--- src/include/tbvc_pkg.sv ---
// Shared constants, register layouts and carrier types for the buck control registers
package tbvc_pkg;

   // ==========================================================
   // Channel count and register offsets
   localparam int         NUM_CH       = 3;
   localparam logic [7:0] OFS_SEL_CH1  = 8'h00;
   localparam logic [7:0] OFS_SEL_CH2  = 8'h01;
   localparam logic [7:0] OFS_SEL_CH3  = 8'h02;
   localparam logic [7:0] OFS_CMD_CH1  = 8'h03;
   localparam logic [7:0] OFS_CMD_CH2  = 8'h04;
   localparam logic [7:0] OFS_CMD_CH3  = 8'h05;
   localparam logic [7:0] OFS_SEL [NUM_CH] = '{OFS_SEL_CH1, OFS_SEL_CH2, OFS_SEL_CH3};
   localparam logic [7:0] OFS_CMD [NUM_CH] = '{OFS_CMD_CH1, OFS_CMD_CH2, OFS_CMD_CH3};
   localparam logic [7:0] RD_UNMAPPED  = 8'h00;

   // ==========================================================
   // Reset values, codes and serial bus constants
   localparam logic [7:0]  SEL_RESET     = 8'h00;
   localparam logic [7:0]  CMD_RESET     = 8'h00;
   localparam logic [6:0]  CODE_MIN      = 7'h00;
   localparam logic [6:0]  CODE_MAX      = 7'h7F;
   localparam logic [10:0] VOUT_MIN_MV   = 11'h2A8;
   localparam logic [10:0] VOUT_STEP_MV  = 11'h00A;
   localparam logic [6:0]  BUS_ADDR_DEF  = 7'h48;
   localparam logic [3:0]  BITS_PER_BYTE = 4'h8;
   localparam int          SLEW_CNT_W    = 7;

   // ==========================================================
   // Register layouts
   typedef struct packed {
      logic       go_flag;
      logic [6:0] voltage_code;
   } tbvc_sel_s;

   typedef struct packed {
      logic       spare7;
      logic [2:0] slew_code;
      logic       spare3;
      logic       spare2;
      logic       light_load_select;
      logic       disable_n;
   } tbvc_cmd_s;

   // Per channel view handed to the converter core
   typedef struct packed {
      logic        regulate_to_code;
      logic        forced_pwm;
      logic        channel_off;
      logic [6:0]  target_code;
      logic [10:0] target_mv;
   } tbvc_chan_s;

   // One register write from the serial target
   typedef struct packed {
      logic       stb;
      logic [7:0] addr;
      logic [7:0] data;
   } tbvc_wr_s;

   // Serial target states, one-hot
   typedef enum logic [6:0] {
      ST_IDLE  = 7'h01,
      ST_ADDR  = 7'h02,
      ST_REG   = 7'h04,
      ST_WDATA = 7'h08,
      ST_ACK   = 7'h10,
      ST_RDATA = 7'h20,
      ST_RACK  = 7'h40
   } tbvc_i2c_state_e;

   // Linear code to millivolt map
   function automatic logic [10:0] tbvc_code_to_mv(input logic [6:0] code);
      return 11'(VOUT_MIN_MV + VOUT_STEP_MV * {4'h0, code});
   endfunction

endpackage

--- src/core/tbvc_ramp.sv ---
// Per channel voltage code ramp timed in switching cycles
module tbvc_ramp (
   input  wire logic                clock,
   input  wire logic                rstn,
   input  wire logic                sw_cycle,
   input  tbvc_pkg::tbvc_sel_s      sel,
   input  wire logic [2:0]          slew_code,
   input  wire logic [6:0]          startup_code,
   output logic [6:0]               target_q
);

   logic [tbvc_pkg::SLEW_CNT_W-1:0] cnt_q;
   logic [9:0]                      prev_q;
   logic [tbvc_pkg::SLEW_CNT_W-1:0] last_cnt;
   logic                            settings_moved;

   // Last tick index of one slew interval, 2^N ticks long
   assign last_cnt = tbvc_pkg::SLEW_CNT_W'((8'h01 << slew_code) - 8'h01);
   assign settings_moved = ({slew_code, sel.voltage_code} != prev_q);

   // ==========================================================
   // Settings history, used to restart the interval
   always_ff @(posedge clock)
   begin
      if (!rstn)
         prev_q <= 10'h000;
      else
         prev_q <= {slew_code, sel.voltage_code};
   end

   // ==========================================================
   // Interval counter and target stepping
   always_ff @(posedge clock)
   begin
      if (!rstn)
      begin
         target_q <= tbvc_pkg::CODE_MIN;
         cnt_q    <= '0;
      end
      else if (!sel.go_flag)
      begin
         target_q <= startup_code;
         cnt_q    <= '0;
      end
      else if (settings_moved || target_q == sel.voltage_code)
         cnt_q <= '0;
      else if (sw_cycle)
      begin
         if (cnt_q == last_cnt)
         begin
            cnt_q <= '0;
            if (target_q < sel.voltage_code)
               target_q <= 7'(target_q + 7'h01);
            else
               target_q <= 7'(target_q - 7'h01);
         end
         else
            cnt_q <= tbvc_pkg::SLEW_CNT_W'(cnt_q + 1'h1);
      end
   end

endmodule

--- src/core/tbvc_top.sv ---
// Serial target, control registers and voltage ramps of the triple buck controller
//
// How it works
// - Go flag bit 7, reset 0, gates code
// - Seven bit voltage code, reset zero
// - Code maps linearly, 0.68 V plus 10 mV
// - Command bits 6..4 hold slew code
// - One 10 mV step per 2^N cycles
// - Bit 1 forces fixed frequency operation
// - Bit 0 high switches channel off
// - Bits 7,3,2 plain storage, reset zero
// - Three channels, identical independent layouts
// - Write: address, register, data; acked bytes
// - All hardware enables low blocks updates
module tbvc_top #(
   parameter logic [6:0] BUS_ADDR = tbvc_pkg::BUS_ADDR_DEF
) (
   input  wire logic                 clock,
   input  wire logic                 rstn,
   input  wire logic                 scl_in,
   input  wire logic                 sda_in,
   output logic                      sda_out,
   output logic                      sda_oe,
   input  wire logic [2:0]           hw_enable,
   input  wire logic                 sw_cycle,
   input  wire logic [6:0]           startup_code [tbvc_pkg::NUM_CH],
   output tbvc_pkg::tbvc_chan_s      chan_out [tbvc_pkg::NUM_CH]
);

   // ==========================================================
   // Declarations
   tbvc_pkg::tbvc_i2c_state_e state_q;
   tbvc_pkg::tbvc_i2c_state_e next_q;
   logic                      scl_q;
   logic                      sda_q;
   logic                      sda_oe_q;
   logic                      sda_out_q;
   logic [3:0]                bit_q;
   logic [7:0]                shift_q;
   logic [7:0]                ptr_q;
   logic                      mack_q;
   tbvc_pkg::tbvc_wr_s        wr_q;
   logic [7:0]                rd_data;
   logic                      scl_rise;
   logic                      scl_fall;
   logic                      bus_start;
   logic                      bus_stop;
   logic                      writes_allowed;
   tbvc_pkg::tbvc_sel_s       sel_q [tbvc_pkg::NUM_CH];
   tbvc_pkg::tbvc_cmd_s       cmd_q [tbvc_pkg::NUM_CH];
   logic [6:0]                target [tbvc_pkg::NUM_CH];
   logic [10:0]               mv_q [tbvc_pkg::NUM_CH];

   // ==========================================================
   // Bus line history and condition detection
   always_ff @(posedge clock)
   begin
      if (!rstn)
      begin
         scl_q <= 1'h1;
         sda_q <= 1'h1;
      end
      else
      begin
         scl_q <= scl_in;
         sda_q <= sda_in;
      end
   end

   // Start and stop are data moves while the clock line stays high
   assign scl_rise  = scl_in & ~scl_q;
   assign scl_fall  = ~scl_in & scl_q;
   assign bus_start = scl_in & scl_q & sda_q & ~sda_in;
   assign bus_stop  = scl_in & scl_q & ~sda_q & sda_in;

   // hardware shutdown blocks
   // Software shutdown leaves this untouched, so the bus stays usable
   assign writes_allowed = |hw_enable;

   // ==========================================================
   // Open drain data line: only ever pulled low
   always_ff @(posedge clock)
   begin
      if (!rstn)
         sda_out_q <= 1'h0;
      else
         sda_out_q <= 1'h0;
   end

   assign sda_out = sda_out_q;
   assign sda_oe  = sda_oe_q;

   // ==========================================================
   // Serial target state machine
   always_ff @(posedge clock)
   begin
      if (!rstn)
      begin
         state_q  <= tbvc_pkg::ST_IDLE;
         next_q   <= tbvc_pkg::ST_IDLE;
         bit_q    <= 4'h0;
         shift_q  <= 8'h00;
         ptr_q    <= 8'h00;
         mack_q   <= 1'h0;
         sda_oe_q <= 1'h0;
         wr_q     <= '0;
      end
      else
      begin
         wr_q.stb <= 1'h0;
         // A stop anywhere ends the transfer and frees the line
         if (bus_stop)
         begin
            state_q  <= tbvc_pkg::ST_IDLE;
            sda_oe_q <= 1'h0;
         end
         // Repeated start is taken in any state
         else if (bus_start)
         begin
            state_q  <= tbvc_pkg::ST_ADDR;
            bit_q    <= 4'h0;
            sda_oe_q <= 1'h0;
         end
         else
         begin
            case (state_q)
               tbvc_pkg::ST_IDLE:
                  sda_oe_q <= 1'h0;
               tbvc_pkg::ST_ADDR,
               tbvc_pkg::ST_REG,
               tbvc_pkg::ST_WDATA:
               begin
                  // Bits are sampled while the clock is high, msb first
                  if (scl_rise && bit_q != tbvc_pkg::BITS_PER_BYTE)
                  begin
                     shift_q <= {shift_q[6:0], sda_in};
                     bit_q   <= 4'(bit_q + 4'h1);
                  end
                  else if (scl_fall && bit_q == tbvc_pkg::BITS_PER_BYTE)
                  begin
                     bit_q    <= 4'h0;
                     sda_oe_q <= 1'h1;
                     state_q  <= tbvc_pkg::ST_ACK;
                     if (state_q == tbvc_pkg::ST_ADDR)
                     begin
                        // Foreign address: stay silent until the next start
                        if (shift_q[7:1] != BUS_ADDR)
                        begin
                           sda_oe_q <= 1'h0;
                           state_q  <= tbvc_pkg::ST_IDLE;
                        end
                        else if (shift_q[0])
                           next_q <= tbvc_pkg::ST_RDATA;
                        else
                           next_q <= tbvc_pkg::ST_REG;
                     end
                     else if (state_q == tbvc_pkg::ST_REG)
                     begin
                        ptr_q  <= shift_q;
                        next_q <= tbvc_pkg::ST_WDATA;
                     end
                     else
                     begin
                        wr_q.stb  <= writes_allowed;
                        wr_q.addr <= ptr_q;
                        wr_q.data <= shift_q;
                        ptr_q     <= 8'(ptr_q + 8'h01);
                        next_q    <= tbvc_pkg::ST_WDATA;
                     end
                  end
               end
               tbvc_pkg::ST_ACK:
               begin
                  // Acknowledge ends at the clock's next fall
                  if (scl_fall)
                  begin
                     state_q <= next_q;
                     if (next_q == tbvc_pkg::ST_RDATA)
                     begin
                        shift_q  <= rd_data;
                        sda_oe_q <= ~rd_data[7];
                        bit_q    <= 4'h1;
                        ptr_q    <= 8'(ptr_q + 8'h01);
                     end
                     else
                        sda_oe_q <= 1'h0;
                  end
               end
               tbvc_pkg::ST_RDATA:
               begin
                  // Next bit goes out on each fall of the clock
                  if (scl_fall)
                  begin
                     if (bit_q == tbvc_pkg::BITS_PER_BYTE)
                     begin
                        sda_oe_q <= 1'h0;
                        state_q  <= tbvc_pkg::ST_RACK;
                     end
                     else
                     begin
                        sda_oe_q <= ~shift_q[6];
                        shift_q  <= {shift_q[6:0], 1'h0};
                        bit_q    <= 4'(bit_q + 4'h1);
                     end
                  end
               end
               tbvc_pkg::ST_RACK:
               begin
                  // Controller acknowledge asks for another byte
                  if (scl_rise)
                     mack_q <= ~sda_in;
                  else if (scl_fall)
                  begin
                     if (mack_q)
                     begin
                        shift_q  <= rd_data;
                        sda_oe_q <= ~rd_data[7];
                        bit_q    <= 4'h1;
                        ptr_q    <= 8'(ptr_q + 8'h01);
                        state_q  <= tbvc_pkg::ST_RDATA;
                     end
                     else
                        state_q <= tbvc_pkg::ST_IDLE;
                  end
               end
               default:
               begin
                  state_q  <= tbvc_pkg::ST_IDLE;
                  sda_oe_q <= 1'h0;
               end
            endcase
         end
      end
   end

   // ==========================================================
   // Read data selection; unmapped addresses read as zero
   always_comb
   begin
      rd_data = tbvc_pkg::RD_UNMAPPED;
      for (int ch = 0; ch < tbvc_pkg::NUM_CH; ch++)
      begin
         if (ptr_q == tbvc_pkg::OFS_SEL[ch])
            rd_data = sel_q[ch];
         if (ptr_q == tbvc_pkg::OFS_CMD[ch])
            rd_data = cmd_q[ch];
      end
   end

   // ==========================================================
   // Per channel registers, ramps and outputs
   // identical per channel
   for (genvar ch = 0; ch < tbvc_pkg::NUM_CH; ch++)
   begin : g_ch
      always_ff @(posedge clock)
      begin
         if (!rstn)
            sel_q[ch] <= tbvc_pkg::SEL_RESET;
         else if (wr_q.stb && wr_q.addr == tbvc_pkg::OFS_SEL[ch])
            sel_q[ch] <= wr_q.data;
      end

      always_ff @(posedge clock)
      begin
         if (!rstn)
            cmd_q[ch] <= tbvc_pkg::CMD_RESET;
         else if (wr_q.stb && wr_q.addr == tbvc_pkg::OFS_CMD[ch])
            cmd_q[ch] <= wr_q.data;
      end

      tbvc_ramp u_ramp (
         .clock        (clock),
         .rstn         (rstn),
         .sw_cycle     (sw_cycle),
         .sel          (sel_q[ch]),
         .slew_code    (cmd_q[ch].slew_code),
         .startup_code (startup_code[ch]),
         .target_q     (target[ch])
      );

      // linear millivolt map
      // Lags the ramp by one clock, far below any converter response
      always_ff @(posedge clock)
      begin
         if (!rstn)
            mv_q[ch] <= tbvc_pkg::VOUT_MIN_MV;
         else
            mv_q[ch] <= tbvc_pkg::tbvc_code_to_mv(target[ch]);
      end

      assign chan_out[ch].regulate_to_code = sel_q[ch].go_flag;
      assign chan_out[ch].forced_pwm       = cmd_q[ch].light_load_select;
      assign chan_out[ch].channel_off      = cmd_q[ch].disable_n;
      assign chan_out[ch].target_code      = target[ch];
      assign chan_out[ch].target_mv        = mv_q[ch];
   end

endmodule

--- config.mk ---
export PLATFORM = sky130hd
export DESIGN_NAME = tbvc_top
export DESIGN_NICKNAME = d
export VERILOG_FILES = /design/src/include/tbvc_pkg.sv /design/src/core/tbvc_ramp.sv /design/src/core/tbvc_top.sv
export SDC_FILE = /design/constraint.sdc
export NUM_CORES = 1
export LEC_CHECK = 0
export BUFFER_PORTS_ARGS = -buffer_cell sky130_fd_sc_hd__clkbuf_2
export CORE_ASPECT_RATIO = 0.7
export CORE_MARGIN = 2
export CORE_UTILIZATION = 55
export DETAILED_ROUTE_END_ITERATION = 10
export GPL_TIMING_DRIVEN = 0
export PLACE_DENSITY = 0.75
export SLEW_MARGIN = 40
export SYNTH_ARGS = -nofsm -noshare
export SYNTH_HDL_FRONTEND = slang
export SYNTH_SLANG_ARGS = --single-unit
--- constraint.sdc ---
create_clock -name clock -period 3 [get_ports clock]
set_clock_uncertainty 0.05 [all_clocks]
set_input_delay 0.15 -clock clock [delete_from_list [all_inputs] [get_ports clock]]
set_output_delay 0.15 -clock clock [all_outputs]
set_load 0.05 [all_outputs]
==> summary.md <==
| Metric | Value |
|---|---|
| Critical path capture point type | `register` |
| Count of yosys warnings during synthesis | `0` |
| HPWL after detailed placement | `24.0 mm` |
| Floorplan row count | `44` |
| Post-layout net count | `1655` |
| Number of synthesized flops with an enable pin | `48` |
| Inserted Diodes | `0` |
| CP cell instances | `inv_2 -> ha_4 -> and3_4 -> a221o_1 -> a31oi_4 -> inv_4 -> fa_2 -> a211oi_2 -> o21bai_1 -> a21oi_2 -> xnor2_1 -> or4_1 -> a31oi_1` |
| Antenna violations before repair | `0` |
| Total placed cells including tap cells | `1696` |
| Peak supply drop | `0.000430 V` |
| Largest net degree at the start of global routing | `16` |
| Post-synthesis cell type with the largest combined area | `sky130_fd_sc_hd__dfxtp_1` |
| Average routed wire per standard cell | `19.5 um` |
| Clock share of power | `0.372` |
| Critical Path Source Type | `register` |
| Ys async rst share | `0` |
| Routability cong. | `0.938` |
| Drc violations | `0` |
| Clock buffer count from CTS | `21` |
| Tightest slew margin relative to the limit | `0.382` |
| Root buf cell | `sky130_fd_sc_hd__clkbuf_16` |
| Detailed-route wire length | `35.7 mm` |
| Number of levels in the clock H-tree | `1` |
| Flop pwr share | `0.416` |
| Violated checks | `setup timing` |
| Post-layout worst setup margin | `-218 ps` |
| CTS tree | `done` |
| Worst-path clk slew | `70 ps` |
| Total of flip-flops plus latches after synthesis | `202` |
| Final worst path period need | `3220 ps` |
| Required time of the worst setup path | `3370 ps` |
| Hold Fails Final Rpt | `0` |
| Unrepaired setup endpoints after global routing | `true` |
| Largest driver fanout on the critical path | `5` |
| Area growth from synthesis to layout | `24.0%` |
| Static leakage | `6.12 nW` |
| Total overflow reported by the global router | `0` |
| Clock sink count | `202` |
| Average via count per standard cell | `6.05` |
| Critical path type | `register to register` |
| Net Sw Power | `0.00227 W` |
| Count of different cell masters after synthesis | `75` |
| Portion of synthesized cell area occupied by the leading cell type | `0.261` |
| Type of the most critical hold path | `input port to register` |
| Non-filler cells, final | `1829` |
| Core Footprint | `20900 um^2` |
| Share of post-route cells with drive strength above 1 | `0.212` |
| Most area-consuming cells after synthesis | `sky130_fd_sc_hd__dfxtp_1 (26%), sky130_fd_sc_hd__edfxtp_1 (12%), sky130_fd_sc_hd__ha_1 (8.6%)` |
| Fmax | `311 MHz` |
| Library cell with the highest instance count after synthesis | `sky130_fd_sc_hd__dfxtp_1` |
| Power density of the placed cells | `501 nW/um^2` |
| Transition time at the pin with the least slew margin | `927 ps` |
| Gate Count Post-Synth | `1329` |
| Depth of the critical timing path with buffers and inverters included | `13` |
| Starting utilization of the core area | `0.565` |
| Worst-skew pair later-pin latency | `520 ps` |
| Worst setup slack for register-to-register paths | `-220 ps` |
| Overall fraction of global-route tracks in use | `0.298` |
| Critical path's top delay family | `compound AO/OA/AOI/OAI gates` |
| Worst path arrival time | `3590 ps` |
| Buffers and inverters on the worst path | `2` |
| Average instance area after synthesis | `8.89 um^2` |
| Number of endpoints failing setup at the final stage | `8` |
| Dominant synthesized flop cell | `sky130_fd_sc_hd__dfxtp_1` |
| Vias in the first global route | `10100` |
| Clock tree buffer depth | `3` |
| Highest-delay cell along the critical path | `sky130_fd_sc_hd__edfxtp_1` |
| Fraction of power spent switching nets | `0.309` |
| Final ANT Viol Nets | `0` |
| Iteration count of the initial detailed-routing pass | `6` |
| Share of synthesized area occupied by flip-flops and latches | `0.383` |
| Vias after detailed routing | `11100` |
| Hold slack final | `48.9 ps` |
| Worst Reg-to-Reg Cells | `13` |
| Worst Hold Path Cells | `2` |
| Chip width | `179 um` |
| Cell area after technology mapping | `11800 um^2` |
| Biggest cell delay along the critical path | `450 ps` |
| Boundary Pins | `94` |
| Number of DRC markers after the initial detailed-route iteration | `1080` |
| Die ar. | `22700 um^2` |
| Period utilisation layout | `1.07` |
| Total internal power | `0.00507 W` |
| First-pass GRT wire length | `53.3 mm` |
| Pins over their slew limit | `0` |
| Comb power frac | `0.213` |
| Vertical die dimension | `127 um` |
| IO Port Bufs | `88` |
| Top post-synthesis cells by count | `sky130_fd_sc_hd__dfxtp_1 (154), sky130_fd_sc_hd__nor2_1 (124), sky130_fd_sc_hd__nand2_1 (91)` |
| Outcome | `finished, violations left` |
| Number of maximum-capacitance constraint violations | `0` |
kinds of logic after synthesis:
kind of cell             synth area share
AND/OR/NAND/NOR                     0.218
AO/OA/AOI/OAI                       0.162
flip-flops                          0.383
buffers and inverters              0.0521
XOR/XNOR                           0.0697
adder cells (fa/ha/maj)            0.0960
multiplexers                       0.0188
other                            0.000318
cell type report:
| cell class | instances | area (um^2) |
|---|---|---|
| Clock inverter | 9 | 80.1 |
| Inverter | 66 | 250 |
| Timing Repair Buffer | 189 | 1310 |
| Clock buffer | 28 | 624 |
| Sequential cell | 202 | 4560 |
| Fill cell | 1577 | 6280 |
| Multi-Input combinational cell | 989 | 7090 |
| Buffer | 70 | 382 |
| Tap cell | 276 | 345 |
metrics by stage:
stage	utilization	instance area (um^2)	worst slack (ps)	power, W	setup TNS (ps)
after floorplan	-	11900	-26.3	0.00407	-26.3
after CTS	0.677	14200	-171	0.00720	-332
after global placement	0.607	12700	-561	0.00438	-5920
after global routing	0.700	14600	-332	0.00758	-1860
final	0.700	14600	-218	0.00734	-712
after detailed placement	0.607	12700	-594	0.00440	-6780
worst paths after layout:
kind,from,to
max,sel_q[2][4]$_SDFFCE_PN0P_,g_ch[2].u_ramp.target_q[6]$_SDFFE_PN0P_
min,sda_in,sda_q$_SDFF_PN1_
max reg2reg,sel_q[2][4]$_SDFFCE_PN0P_,g_ch[2].u_ramp.target_q[6]$_SDFFE_PN0P_
min reg2reg,next_q[0]$_SDFFE_PN1P_,next_q[0]$_SDFFE_PN1P_
state kept, by name, indices dropped and copies added, names as in the netlist:
signal and flops:
bit_q 4, cmd_q 24, g_ch.u_ramp.cnt_q 21, g_ch.u_ramp.prev_q 30, g_ch.u_ramp.target_q 21, mack_q 1, mv_q 30, next_q 4
ptr_q 8, scl_q 1, sda_oe 1, sda_q 1, sel_q 24, shift_q 8, state_q 7, wr_q 17
power groups by stage:
stage               Combinational (W)  Sequential (W)  Clock [W]
finish                        0.00156         0.00305    0.00273
global route                  0.00167         0.00306    0.00284
CTS                           0.00143         0.00304    0.00273
detailed placement            0.00130         0.00309          0
global placement              0.00128         0.00309          0
floorplan                    0.000744         0.00333          0
routing by layer:
metal | vias up | GRT usage | share of wire
met3 | 73 | 0.0573 | 0.11
met1 | 5263 | 0.455 | 0.44
met4 | 0 | 0.0925 | 0.026
li1 | 5157 | - | -
met5 | - | 0 | 0
met2 | 574 | 0.422 | 0.42
cell usage in the layout, fill, tap and decap left out, types with 24 or more instances in the layout:
master,Yosys,layout
sky130_fd_sc_hd__xor2_1,50,50
sky130_fd_sc_hd__ha_1,81,66
sky130_fd_sc_hd__and2_1,66,65
sky130_fd_sc_hd__dfxtp_1,154,141
sky130_fd_sc_hd__inv_1,66,56
sky130_fd_sc_hd__dlygate4sd3_1,0,24
sky130_fd_sc_hd__clkbuf_1,50,40
sky130_fd_sc_hd__xnor2_1,44,42
sky130_fd_sc_hd__nor2_1,124,119
sky130_fd_sc_hd__buf_4,14,79
sky130_fd_sc_hd__o21ai_0,72,65
sky130_fd_sc_hd__nand3_1,34,34
sky130_fd_sc_hd__edfxtp_1,48,48
sky130_fd_sc_hd__a21oi_1,79,73
sky130_fd_sc_hd__nand2_1,91,91
sky130_fd_sc_hd__nor3_1,40,37
sky130_fd_sc_hd__clkbuf_2,0,89
timing repair:
| action | CTS | global route |
|---|---|---|
| resized for setup | 32 | 63 |
| endpoints found under the setup margin | 27 | 37 |
| hold buffers | 24 | 0 |
| buffers inserted | 57 | 21 |
| cloned | 1 | 0 |
| pin swaps | 10 | 30 |
| endpoints found under the hold margin | 23 | 0 |
Note: power is estimated with default switching activity, not from simulation.
